===== src/hdl/ibcs_map.vh =====
// Constants for the interrupt bank and context switch controller
// Notes on behaviour
// - Status word bank field: 00 global, 10 or 11 a local bank.
// - Level 12 and above takes its bank from the bank select code.
// - Writing the context base pointer starts a 19 cycle context switch.
// - Switch runs store then load; a trap in load is still entered.
// - Idle instruction starts the same store then load context switch.
// - Global bank interrupt preempts a local bank routine by priority only.
// - Return from interrupt restores status word and bank from the stack.
// - Trap in a local bank routine during a switch never stalls the CPU.
// - Class A before pending class B injection: A first, B at next return.
// - Cancel pipeline on mul/div mispredict or debug break; traps still enter.
// - Later requests are never postponed to a later return after a trap.
// - Bubble overrun enable is bit 4 of control register two; 0 disables.
// - Pipeline stalls on consecutive writes, or on waited multi-cycle writes when bubble overrun is disabled.
// - Switches and trap entry work with the stack in dual ported RAM.
`ifndef IBCS_MAP_VH
`define IBCS_MAP_VH
`define IBCS_BANK_GLOBAL 2'h0
`define IBCS_BANK_LOCAL0 2'h2
`define IBCS_BANK_LOCAL1 2'h3
`define IBCS_AUTO_LEVEL 4'hc
`define IBCS_DEBUG_LEVEL 5'h11
`define IBCS_CSW_CYCLES 5'h13
`define IBCS_CSW_STORE 5'h0a
`define IBCS_BUBBLE_OVERRUN_ENABLE_BIT 4
`define IBCS_CON2_RESET 16'h0010
`define IBCS_DUAL_PORTED_RAM_LO 24'h00f600
`define IBCS_DUAL_PORTED_RAM_HI 24'h00fdff
`define IBCS_PSW_RESET 16'h0000
`define IBCS_BANK_LSB 8
`define IBCS_LEVEL_LSB 12
`endif


===== src/hdl/ibcs_top.v =====
// Interrupt entry, bank selection, trap ordering and context switch
`timescale 1ns/1ns
`include "ibcs_map.vh"
module ibcs_top (
  // Clock and reset
  input wire core_clk,
  input wire reset_n,
  // Interrupt request
  input wire irqReq,
  input wire [3:0] irqLevel,
  input wire [1:0] irqBankSelectCode,
  output reg irqAck,
  // Peripheral event transfer and debug service
  input wire pecReq,
  output reg pecAck,
  input wire dbgReq,
  input wire [4:0] dbgLevel,
  output reg dbgAck,
  input wire dbgBreak,
  // Traps
  input wire trapAReq,
  input wire trapBReq,
  output reg trapAAck,
  output reg trapBAck,
  output reg trapBInject,
  input wire trapBAtExecute,
  // Pipeline events
  input wire cpWrite,
  input wire idleExec,
  input wire retiExec,
  input wire [15:0] stackPswIn,
  input wire pswWrite,
  input wire [15:0] pswWriteData,
  input wire mulDivMispredict,
  input wire consecWrite,
  input wire waitedWrite,
  input wire [23:0] stackAddr,
  // Control register two
  input wire con2Write,
  input wire [15:0] con2WriteData,
  output reg [15:0] cpuControlTwo,
  // Status and pipeline control
  output reg [15:0] processorStatusWord,
  output reg pipeCancel,
  output reg pipeStall,
  output reg ctxBusy,
  output reg ctxLoad,
  output reg stackInDpram
);
  wire cswBusy;
  wire cswStore;
  wire cswLoad;
  wire cswDone;
  wire cswStart;
  reg trapBPendQ;
  reg trapBDeferQ;
  reg trapBInjQ;
  wire [1:0] curBank;
  wire [3:0] curLevel;
  wire [1:0] entryBank;
  wire irqWins;
  wire bubbleOverrun;

  assign curBank = processorStatusWord[`IBCS_BANK_LSB+1:`IBCS_BANK_LSB];
  assign curLevel = processorStatusWord[`IBCS_LEVEL_LSB+3:`IBCS_LEVEL_LSB];
  assign bubbleOverrun = cpuControlTwo[`IBCS_BUBBLE_OVERRUN_ENABLE_BIT];
  assign cswStart = cpWrite | idleExec;
  // Bank choice on entry; below level 12 the current bank is kept
  assign entryBank = (irqLevel >= `IBCS_AUTO_LEVEL) ?
    (irqBankSelectCode[1] ? {1'b1, irqBankSelectCode[0]} :
    `IBCS_BANK_GLOBAL) : curBank;
  // Priority alone decides; bank and switch state never hold service
  assign irqWins = irqReq && (irqLevel > curLevel);

  ibcs_ctx_switch uCsw (
    .core_clk(core_clk),
    .reset_n(reset_n),
    .start(cswStart),
    .busy(cswBusy),
    .storePhase(cswStore),
    .loadPhase(cswLoad),
    .done(cswDone)
  );

  always @(posedge core_clk or negedge reset_n) begin
    if (!reset_n) begin
      processorStatusWord <= `IBCS_PSW_RESET;
      cpuControlTwo <= `IBCS_CON2_RESET;
      irqAck <= 1'b0;
      pecAck <= 1'b0;
      dbgAck <= 1'b0;
      trapAAck <= 1'b0;
      trapBAck <= 1'b0;
      trapBInject <= 1'b0;
      trapBPendQ <= 1'b0;
      trapBDeferQ <= 1'b0;
      trapBInjQ <= 1'b0;
      pipeCancel <= 1'b0;
      pipeStall <= 1'b0;
      ctxBusy <= 1'b0;
      ctxLoad <= 1'b0;
      stackInDpram <= 1'b0;
    end else begin
      irqAck <= 1'b0;
      pecAck <= 1'b0;
      dbgAck <= 1'b0;
      trapAAck <= 1'b0;
      trapBAck <= 1'b0;
      trapBInject <= 1'b0;
      ctxBusy <= cswBusy;
      ctxLoad <= cswLoad;
      stackInDpram <= (stackAddr >= `IBCS_DUAL_PORTED_RAM_LO) &&
        (stackAddr <= `IBCS_DUAL_PORTED_RAM_HI);
      if (con2Write)
        cpuControlTwo <= con2WriteData;
      // Stall only for write traffic, never for a trap in a switch
      pipeStall <= consecWrite | (waitedWrite & ~bubbleOverrun);
      pipeCancel <= mulDivMispredict | dbgBreak |
        (trapAReq & trapBInjQ & ~trapBAtExecute);
      // Trap B inject, then wait for it at execute
      if (trapBPendQ && !trapBInjQ && !trapBDeferQ) begin
        trapBInject <= 1'b1;
        trapBInjQ <= 1'b1;
      end
      // Traps are honoured in any switch phase, load included
      if (trapAReq) begin
        trapAAck <= 1'b1;
        if (trapBInjQ && !trapBAtExecute) begin
          trapBDeferQ <= 1'b1;
          trapBInjQ <= 1'b0;
        end
      end else if (trapBInjQ && trapBAtExecute) begin
        trapBAck <= 1'b1;
        trapBInjQ <= 1'b0;
        trapBPendQ <= 1'b0;
      end else if (retiExec && trapBDeferQ) begin
        trapBAck <= 1'b1;
        trapBDeferQ <= 1'b0;
        trapBPendQ <= 1'b0;
      end
      // New request beats a clear in the same cycle
      if (trapBReq)
        trapBPendQ <= 1'b1;
      // Other requests served now, not held to a later return
      if (pecReq)
        pecAck <= 1'b1;
      if (dbgReq && dbgLevel < `IBCS_DEBUG_LEVEL)
        dbgAck <= 1'b1;
      // Status word: return beats write beats entry
      if (retiExec)
        processorStatusWord <= stackPswIn;
      else if (pswWrite)
        processorStatusWord <= pswWriteData;
      else if (irqWins && !trapAReq) begin
        irqAck <= 1'b1;
        processorStatusWord[`IBCS_BANK_LSB+1:`IBCS_BANK_LSB] <=
          entryBank;
        processorStatusWord[`IBCS_LEVEL_LSB+3:`IBCS_LEVEL_LSB] <= irqLevel;
      end
    end
  end
endmodule // ibcs_top


===== src/hdl/ibcs_ctx_switch.v =====
// Context switch sequencer: store half then load half
`timescale 1ns/1ns
`include "ibcs_map.vh"
module ibcs_ctx_switch (
  // Clock and reset
  input wire core_clk,
  input wire reset_n,
  // Start and status
  input wire start,
  output reg busy,
  output reg storePhase,
  output reg loadPhase,
  output reg done
);
  reg [4:0] countQ;
  always @(posedge core_clk or negedge reset_n) begin
    if (!reset_n) begin
      countQ <= 5'h00;
      busy <= 1'b0;
      storePhase <= 1'b0;
      loadPhase <= 1'b0;
      done <= 1'b0;
    end else begin
      done <= 1'b0;
      if (!busy && start) begin
        busy <= 1'b1;
        storePhase <= 1'b1;
        countQ <= 5'h01;
      end else if (busy) begin
        if (countQ == `IBCS_CSW_CYCLES) begin
          busy <= 1'b0;
          loadPhase <= 1'b0;
          done <= 1'b1;
          countQ <= 5'h00;
        end else begin
          countQ <= countQ + 5'h01;
          if (countQ == `IBCS_CSW_STORE) begin
            storePhase <= 1'b0;
            loadPhase <= 1'b1;
          end
        end
      end
    end
  end
endmodule // ibcs_ctx_switch


===== config.mk =====
export PLATFORM = sky130hd
export DESIGN_NAME = ibcs_top
export DESIGN_NICKNAME = d
export VERILOG_FILES = /design/src/hdl/ibcs_top.v /design/src/hdl/ibcs_ctx_switch.v
export VERILOG_INCLUDE_DIRS = /design/src /design/src/hdl
export SDC_FILE = /design/constraint.sdc
export NUM_CORES = 1
export LEC_CHECK = 0
export ABC_AREA = 0
export BUFFER_PORTS_ARGS = -buffer_cell sky130_fd_sc_hd__buf_2
export CAP_MARGIN = 20
export CORE_MARGIN = 3
export CORE_UTILIZATION = 40
export DETAILED_ROUTE_END_ITERATION = 7
export PLACE_DENSITY_LB_ADDON = 0.15
export SYNTH_ARGS = -nofsm -noshare
export SYNTH_HDL_FRONTEND = slang
export SYNTH_SLANG_ARGS = --single-unit

===== constraint.sdc =====
create_clock -name core_clk -period 3.3 [get_ports core_clk]
set_input_delay 0.33 -clock core_clk [delete_from_list [all_inputs] [get_ports core_clk]]
set_output_delay 0.33 -clock core_clk [all_outputs]
set_load 0.02 [all_outputs]

==> Yosys cells after proc, flatten, opt, wreduce, memory -nomap -nowiden <==
Index checks and enable logic that the tools add are counted.
{ "classes": {"n_addsub": 1, "multipliers": 0, "div_mod_pow": 0, "n_lt_le_gt_ge": 5, "n_eq_ne": 5, "shift": 0, "mux": 38, "bitwise": 10, "n_reduce_logical": 26} }
{ "ops": {"columns": ["cell", "count"], "rows": [
  ["2-to-1 mux 1 bit", 26],
  ["greater-or-equal comparator 24 x 16 -> 1 bit (second input constant)", 1],
  ["<= comparator 24 x 16 -> 1 bit (second input constant)", 1],
  ["2-to-1 mux 16 bit", 1],
  ["2-to-1 mux 5 bit", 3],
  ["logical AND 1 bit", 10],
  ["2-to-1 mux 2 bit", 5],
  ["nonzero test 3 bit", 3],
  ["2-to-1 mux 4 bit", 2],
  ["2-to-1 mux 8 bit", 1],
  ["nonzero test 2 bit", 4],
  ["AND reduction 3 bit", 2],
  ["adder 5 x 1 -> 5 bit (second input constant)", 1],
  ["== test 5 x 4 -> 1 bit (second input constant)", 1],
  ["== test 5 bit (second input constant)", 1],
  ["zero test 1 bit", 5],
  ["< comparator 5 bit (second input constant)", 1],
  ["greater-or-equal comparator 4 bit (second input constant)", 1],
  ["> comparator 4 bit", 1],
  ["!= test 2 x 1 -> 1 bit (second input constant)", 2],
  ["OR 1 bit", 4],
  ["AND reduction 2 bit", 2],
  ["AND 1 bit", 3],
  ["NOT 1 bit", 3],
  ["!= test 2 bit (second input constant)", 1]
]} }
{ "totals": {"regBits": 53, "latch_bits": 0, "mem_bits_rw": 0, "rom_bits": 0, "input_bits": 100, "out_inout_bits": 43, "wordCells": 106, "memories": 0} }

==> Logic depth before layout (Yosys ltp) <==
Gate-level depths: netlist (run 1).
{ "logic_depth": {"depth_word": 6, "depth_mapped": 7, "depth_no_buf": 7} }

==> Hierarchy <==
Synthesis (run 1) repeated with hierarchy kept, for this count alone.
{ "hier_totals": {"cells_unflattened": 214, "hier_area_um2": 2518.7} }
{ "modules_own_cells": {"columns": ["mod", "instances", "cells_each", "area_per_inst_um2", "seq_area_each_um2"], "rows": [
  ["ibcs_top", 1, 169, 2045.7, 1152.4],
  ["ibcs_ctx_switch", 1, 45, 473.0, 225.2]
]} }

==> Worst setup path after synthesis (run 1) <==
OpenSTA, ideal clock, no wires.
{ "synth_path": {"path_kind": "flip-flop to flip-flop", "startpoint": "register processorStatusWord[13]", "endpoint": "register processorStatusWord[8]", "setup_time_ns": 0.125, "t_arrival_ns": 1.806, "t_required_ns": 3.175, "setup_slack_ns": 1.369, "stages_incl_launch_ff": 8, "n_path_buf": 0, "synth_period_minus_slack_ns": 1.931, "cell_sequence": "dfrtp_1 -> inv_1 -> ha_1 -> nor2b_4 -> o211ai_2 -> a21oi_2 -> a311oi_2 -> mux2_2"} }
{ "synth_between": {"elab_chain_len": 5} }
{ "synth_rtl": {"columns": ["element", "line", "source"], "rows": [
  ["start: declaration", "ibcs_top.v:43", "output reg [15:0] processorStatusWord,"],
  ["start signal: assignment", "ibcs_top.v:87", "processorStatusWord <= `IBCS_PSW_RESET;"],
  ["start signal: assignment", "ibcs_top.v:151", "processorStatusWord <= stackPswIn;"],
  ["start signal: assignment", "ibcs_top.v:153", "processorStatusWord <= pswWriteData;"],
  ["> comparator 4 bit", "ibcs_top.v:73", "assign irqWins = irqReq && (irqLevel > curLevel);"],
  ["logical AND 1 bit", "ibcs_top.v:73", null],
  ["logical AND 1 bit", "ibcs_top.v:154", "else if (irqWins && !trapAReq) begin"],
  ["nonzero test 3 bit (no line)", null, null],
  ["AND reduction 2 bit (no line)", null, null]
]} }
No other way between the ends.
A chain may end at the register's enable or synchronous reset.

==> Worst setup path after layout (run 1) <==
Ends and elaborated chain as after synthesis.

==> impl_metrics.env, run 1 <==
export IMPL_grt_max_degree=44
export IMPL_power_density_nw_per_um2=544
export IMPL_die_area_um2=6980
export IMPL_critical_path_peak_fanout=3
export IMPL_postcts_setup_bufs=0
export IMPL_synth_yosys_seq_area_share=0.552
export IMPL_run_status="finished, final reports clean"
export IMPL_vdd_ir_drop_worst_mv=0.289
export IMPL_mappedNetlistArea_um2=2400
export IMPL_start_kind="register"
export IMPL_dpl_cell_count=401
export IMPL_syn_instance_count=205
export IMPL_final_hold_viol_count=0
export IMPL_clock_path_buffers=2
export IMPL_synth_edff_count=0
export IMPL_vias=1968
export IMPL_p_sw_uw=547
export IMPL_antenna_left=0
export IMPL_design_final_nets=442
export IMPL_worst_pin_slew_ps=923
export IMPL_synth_seq_cells=53
export IMPL_post_dp_hpwl_um=4300
export IMPL_dieHeight_um=83.5
export IMPL_cts_inserted_buffers=5
export IMPL_post_cts_resized=0
export IMPL_cts_hold_buffers_added=0
export IMPL_clock_tree_root_cell="clkbuf_8"
export IMPL_cp_required_ps=3490
export IMPL_share_of_post_route_cells_with_drive_strength_above_1=0.496
export IMPL_path_clk_slew_ps=90
export IMPL_worst_path_buf_inv=1
export IMPL_antenna_diode_count=0
export IMPL_share_comb_of_total_power=0.270
export IMPL_synth_area_per_cell_um2=11.7
export IMPL_tritoncts_clock_tree="done"
export IMPL_timing_reg2reg_worst_path_depth=7
export IMPL_net_count_of_the_mapped_netlist=311
export IMPL_post_route_drc_violation_count=0
export IMPL_worst_skew_late_latency_ps=300
export IMPL_r2r_start="processorStatusWord[13]"
export IMPL_drt_first_iter_violations=50
export IMPL_finish_cell_count_without_fillers=409
export IMPL_initial_util=0.424
export IMPL_p_sw_frac=0.311
export IMPL_route_detailed_wl_per_inst_um=13.1
export IMPL_final_max_slew_violation_count=0
export IMPL_globalRouteOverflowTotal=0
export IMPL_crit_path_max_incr_delay_ps=380
export IMPL_design_core_area_um2=5680
export IMPL_syn_to_final_growth_pct=34.4
export IMPL_clock_skew_after_layout_ps=5.11
export IMPL_asyncSetResetFlopFracSynth=1.00
export IMPL_power_share_sequential=0.484
export IMPL_clkSinkCount=53
export IMPL_dieWidth_um=83.5
export IMPL_timing_final_crit_period_ps=1860
export IMPL_p_int_mw=1.21
export IMPL_setup_violations=0
export IMPL_reg2reg_to="processorStatusWord[8]"
export IMPL_r2r_slack_ps=1440
export IMPL_yosys_warnings=0
export IMPL_hold_class="in2reg"
export IMPL_power_share_clock=0.247
export IMPL_placementRows=27
export IMPL_drv_cap=0
export IMPL_ctsHtreeMaxLevel=2
export IMPL_route_final_wire_length_um=5370
export IMPL_grt_first_pass_wirelength_um=8790
export IMPL_slowest_stage="dfrtp_1"
export IMPL_via_count_of_the_first_global_routing_pass=1873
export IMPL_finalInstanceArea_um2=3230
export IMPL_antenna_found_initial=0
export IMPL_netlist_cell_type_count=40
export IMPL_timing_critical_path_max_delay_family="compound AO/OA/AOI/OAI gates"
export IMPL_detailedRoute_firstPassIterationCount=4
export IMPL_vias_per_cell=4.81
export IMPL_synth_flop_cell="dfrtp_1"
export IMPL_setup_total_negative_slack_ps=0
export IMPL_timing_max_slew_rel_slack=0.385
export IMPL_grt_use_total=0.151
export IMPL_min_delay_start="pecReq"
export IMPL_io_pins=143
export IMPL_rsz0062_at_grt="false"
export IMPL_finalWeightedCongestion=0.806
export IMPL_largestRegisters="cpuControlTwo (16), processorStatusWord (16), uCsw.countQ (5)"
export IMPL_final_min_period_over_clock_period=0.564
export IMPL_whs_endpoint="pecAck"
export IMPL_clock_fmax_mhz=537
export IMPL_final_hold_worst_slack_ps=134
export IMPL_placement_io_buffers=133
export IMPL_critPathCaptureType="register"
export IMPL_category_of_the_critical_setup_timing_path="reg2reg"
export IMPL_postPlaceCellArea_um2=3120
export IMPL_cellLeakagePower_nw=1.66
export IMPL_worst_ep_arrival_time_ps=2050
export IMPL_cell_chain_critical_path="inv_1 > ha_1 > nor2b_4 > o211ai_2 > a21oi_2 > a311oi_2 > mux2_2"
export IMPL_min_path_cells=1
==> cell usage after synthesis (2+ instances only) <==
cell | count | share of area
o21ai_0 | 20 | 0.042
ha_1 | 6 | 0.031
a21oi_1 | 9 | 0.019
clkbuf_1 | 3 | 0.0047
nand2_1 | 20 | 0.031
nor3_1 | 2 | 0.0042
nor2_1 | 6 | 0.0094
nand2b_1 | 2 | 0.0052
a21o_1 | 3 | 0.0094
dfrtp_1 | 52 | 0.54
mux2_2 | 18 | 0.084
buf_2 | 4 | 0.0083
nor2b_1 | 2 | 0.0052
a22oi_1 | 2 | 0.0062
mux2i_1 | 18 | 0.075
inv_1 | 9 | 0.014
nor4_1 | 2 | 0.0052
nor3b_1 | 2 | 0.0062
nand4_1 | 2 | 0.0052
a22o_1 | 3 | 0.011
==> power by group through the flow <==
stage	Clock [mW]	Combinational [mW]	Sequential (mW)
final	0.434	0.475	0.851
after global routing	0.479	0.534	0.870
after CTS	0.453	0.485	0.851
after detailed placement	0	0.484	0.864
after global placement	0	0.474	0.861
after floorplan	0	0.251	0.917
==> through the flow <==
step | util | setup WS (ps) | power [mW]
floorplan | - | 1370 | 1.17
global route | 0.570 | 1290 | 1.88
CTS | 0.570 | 1410 | 1.79
detailed placement | 0.550 | 1340 | 1.35
finish | 0.570 | 1440 | 1.76
global placement | 0.550 | 1370 | 1.33
==> how the worst max path moves through the flow <==
stage	startpoint	slack [ps]	depth (start not counted)	to
5_1_grt	processorStatusWord[13]	1290	7	processorStatusWord[8]
6_report	processorStatusWord[13]	1440	7	processorStatusWord[8]
3_5_place_dp	irqLevel[1]	1340	7	processorStatusWord[8]
3_3_place_gp	irqLevel[1]	1370	7	processorStatusWord[9]
2_1_floorplan	processorStatusWord[13]	1370	7	processorStatusWord[8]
4_1_cts	processorStatusWord[13]	1410	7	processorStatusWord[8]
==> layout make-up <==
cell class                 count  area [um^2]
fill                         530         2440
sequential                    53         1330
multi-input combinational    133          996
timing repair buffer         134          673
tap                           72         90.1
clock buffer                   5         68.8
clock inverter                 3         43.8
inverter                       9         33.8
==> per-layer routing <==
metal	up-vias	routed length (um)	global-route usage
met4	0	26	0.0263
met3	4	393	0.0415
met1	907	2280	0.193
met5	-	0	0
met2	74	2680	0.261
li1	983	-	-
==> placed cells by master (no fill, tap or decap), types with 2 or more instances in the layout <==
cell type | netlist | layout
buf_2 | 4 | 133
dfrtp_1 | 52 | 52
nand2_1 | 20 | 20
o21ai_0 | 20 | 20
mux2i_1 | 18 | 18
mux2_2 | 18 | 18
inv_1 | 9 | 9
a21oi_1 | 9 | 9
nor2_1 | 6 | 6
ha_1 | 6 | 6
clkbuf_8 | 0 | 5
a21o_1 | 3 | 3
a22o_1 | 3 | 3
nor2b_1 | 2 | 2
nor3b_1 | 2 | 2
nor3_1 | 2 | 2
nand4_1 | 2 | 2
nor4_1 | 2 | 2
a22oi_1 | 2 | 2
nand2b_1 | 2 | 2
==> logic make-up (layout without fill, tap and decap cells) <==
kind of cell,after synthesis,after routing,share of synthesized area
AO/OA/AOI/OAI,45,45,0.119
XOR/XNOR,2,2,0.00729
adder cells (fa/ha/maj),6,6,0.0312
multiplexers,36,36,0.159
flip-flops,53,53,0.552
buffers and inverters,19,151,0.0338
AND/OR/NAND/NOR,44,44,0.0973
No activity file was read; power rests on OpenSTA's default activity.
==> run 2, diff against run 1 <==
- CORE_UTILIZATION: 40 -> 39
- clock period: 3.3 -> 1.7 ns (I/O delays scaled with it)
==> run 2 against run 1 <==
The flow now finishes with violations (setup timing); maximum frequency increased by 2.5%; sequential share of layout area decreased by 1.0 points; count of clock-buffer cells in the layout increased by 1; non-clock buffer count increased by 8; critical path type unchanged; critical endpoint is now processorStatusWord[9]; largest cell class unchanged; largest power group unchanged.
==> impl_metrics.env, run 2 (synthesis gave the netlist of run 1 again) <==
export IMPL_finish_cell_count_without_fillers=417
export IMPL_violations="setup timing"
export IMPL_route_final_wire_length_um=5700
export IMPL_final_critical_path_setup_slack_ps=-116
export IMPL_antenna_left=0
export IMPL_finalWeightedCongestion=0.759
export IMPL_worst_pin_slew_ps=612
export IMPL_r2r_slack_ps=-120
export IMPL_share_of_post_route_cells_with_drive_strength_above_1=0.513
export IMPL_dpl_worst_slack_ps=-88.7
export IMPL_globalRouteOverflowTotal=0
export IMPL_final_hold_viol_count=0
export IMPL_cellLeakagePower_nw=1.70
export IMPL_timing_reg2reg_worst_path_depth=6
export IMPL_initial_util=0.419
export IMPL_power_density_nw_per_um2=1020
export IMPL_drt_first_iter_violations=70
export IMPL_vias_per_cell=4.85
export IMPL_timing_final_crit_period_ps=1820
export IMPL_antenna_found_initial=0
export IMPL_min_path_cells=2
export IMPL_run_status="finished, violations left"
export IMPL_final_max_slew_violation_count=0
export IMPL_final_min_period_over_clock_period=1.07
export IMPL_category_of_the_critical_setup_timing_path="reg2reg"
export IMPL_timing_max_slew_rel_slack=0.592
export IMPL_grt_max_degree=38
export IMPL_fillerInstances=508
export IMPL_dieHeight_um=84.5
export IMPL_placementRows=27
export IMPL_vdd_ir_drop_worst_mv=0.681
export IMPL_grt_use_total=0.162
export IMPL_r2r_start="processorStatusWord[15]"
export IMPL_reg2reg_to="processorStatusWord[9]"
export IMPL_worst_skew_late_latency_ps=300
export IMPL_clock_skew_after_layout_ps=8.69
export IMPL_clock_path_buffers=2
export IMPL_io_pins=143
export IMPL_min_delay_start="consecWrite"
export IMPL_cts_inserted_buffers=5
export IMPL_design_final_nets=450
export IMPL_via_count_of_the_first_global_routing_pass=2041
export IMPL_cp_required_ps=1880
export IMPL_die_area_um2=7140
export IMPL_final_hold_worst_slack_ps=44.0
export IMPL_ctsHtreeMaxLevel=2
export IMPL_clkSinkCount=53
export IMPL_commonest_non_fill_non_tap_cell_in_the_layout="buf_2"
export IMPL_drv_cap=0
export IMPL_path_clk_slew_ps=100
export IMPL_clock_fmax_mhz=551
export IMPL_clock_tree_root_cell="clkbuf_8"
export IMPL_whs_endpoint="pipeStall"
export IMPL_syn_to_final_growth_pct=38.1
export IMPL_dpl_cell_count=405
export IMPL_critical_path_peak_fanout=3
export IMPL_grt_first_pass_wirelength_um=9540
export IMPL_setup_violations=6
export IMPL_placement_io_buffers=133
export IMPL_post_route_drc_violation_count=0
export IMPL_design_core_area_um2=5740
export IMPL_detailedRoute_firstPassIterationCount=4
export IMPL_worst_ep_arrival_time_ps=2000
export IMPL_antenna_diode_count=0
export IMPL_route_detailed_wl_per_inst_um=13.7
export IMPL_final_cell_mix="133 x buf_2, 50 x dfrtp_1, 20 x nand2_1, 20 x o21ai_0, 18 x mux2i_1"
export IMPL_largestRegisters="cpuControlTwo (16), processorStatusWord (16), uCsw.countQ (5)"
export IMPL_postPlaceCellArea_um2=3180
export IMPL_vias=2022
export IMPL_rsz0062_at_grt="true"
export IMPL_finalInstanceArea_um2=3320
export IMPL_hold_class="in2reg"
export IMPL_start_kind="register"
export IMPL_post_dp_hpwl_um=4460
export IMPL_tritoncts_clock_tree="done"
export IMPL_critPathCaptureType="register"
export IMPL_dieWidth_um=84.5
export IMPL_total_power_mw=3.38
==> run 2: changes by cell type in the layout (fill, tap and decap cells not counted), sizes merged <==
cell and change:
dlygate4sd3 +2, buf +6, clkbuf +1, bufinv -1
==> run 2: cell type report <==
class                   count  area (um^2)  share of cell area
clock inverters             2         17.5             0.00528
clock buffers               6         82.6              0.0249
flip-flops and latches     53         1330               0.401
well taps                  72         90.1              0.0271
inverters                   9         33.8              0.0102
multi-input cells         133         1010               0.305
repair buffers            142          754               0.227
==> run 2: critical path: stages, from the launching register on <==
cell and delay [ps]:
dfrtp_2 410, inv_1 80, ha_1 260, a21oi_1 200, a21oi_2 110, a311oi_2 260
mux2_2 370
==> run 2: how the worst max path moves through the flow <==
stage	startpoint	endpoint	slack (ps)	depth (start not counted)
global placement	processorStatusWord[13]	processorStatusWord[9]	-40	7
detailed placement	processorStatusWord[13]	processorStatusWord[9]	-90	7
global route	processorStatusWord[13]	processorStatusWord[14]	-210	9
finish	processorStatusWord[15]	processorStatusWord[9]	-120	6
CTS	processorStatusWord[13]	processorStatusWord[9]	-120	7
floorplan	processorStatusWord[13]	processorStatusWord[8]	-80	7
==> run 2: power by group <==
group          leakage [nW]  switching [mW]  internal [mW]
clock                0.0518           0.411          0.339
combinational          1.02           0.510          0.459
sequential            0.624           0.175           1.48
total                  1.70            1.10           2.28
==> run 2: routing by layer <==
layer,up-vias,part of all wire,global-route usage
met5,-,0,0
met4,0,0.011,0.0374
met3,6,0.065,0.0393
met2,75,0.52,0.286
met1,941,0.41,0.200
li1,1000,-,-
==> run 2: repair_timing <==
action	in CTS	in global routing
hold buffers	2	0
setup buffers	1	1
setup endpoints to repair	6	6
endpoints found under the hold margin	13	0
gates resized for setup	2	0
==> run 2: metrics by stage <==
stage,TNS (ps),util
after floorplan,-218,-
after global placement,-119,0.553
after detailed placement,-370,0.553
after CTS,-551,0.577
after global routing,-1140,0.578
final,-508,0.578
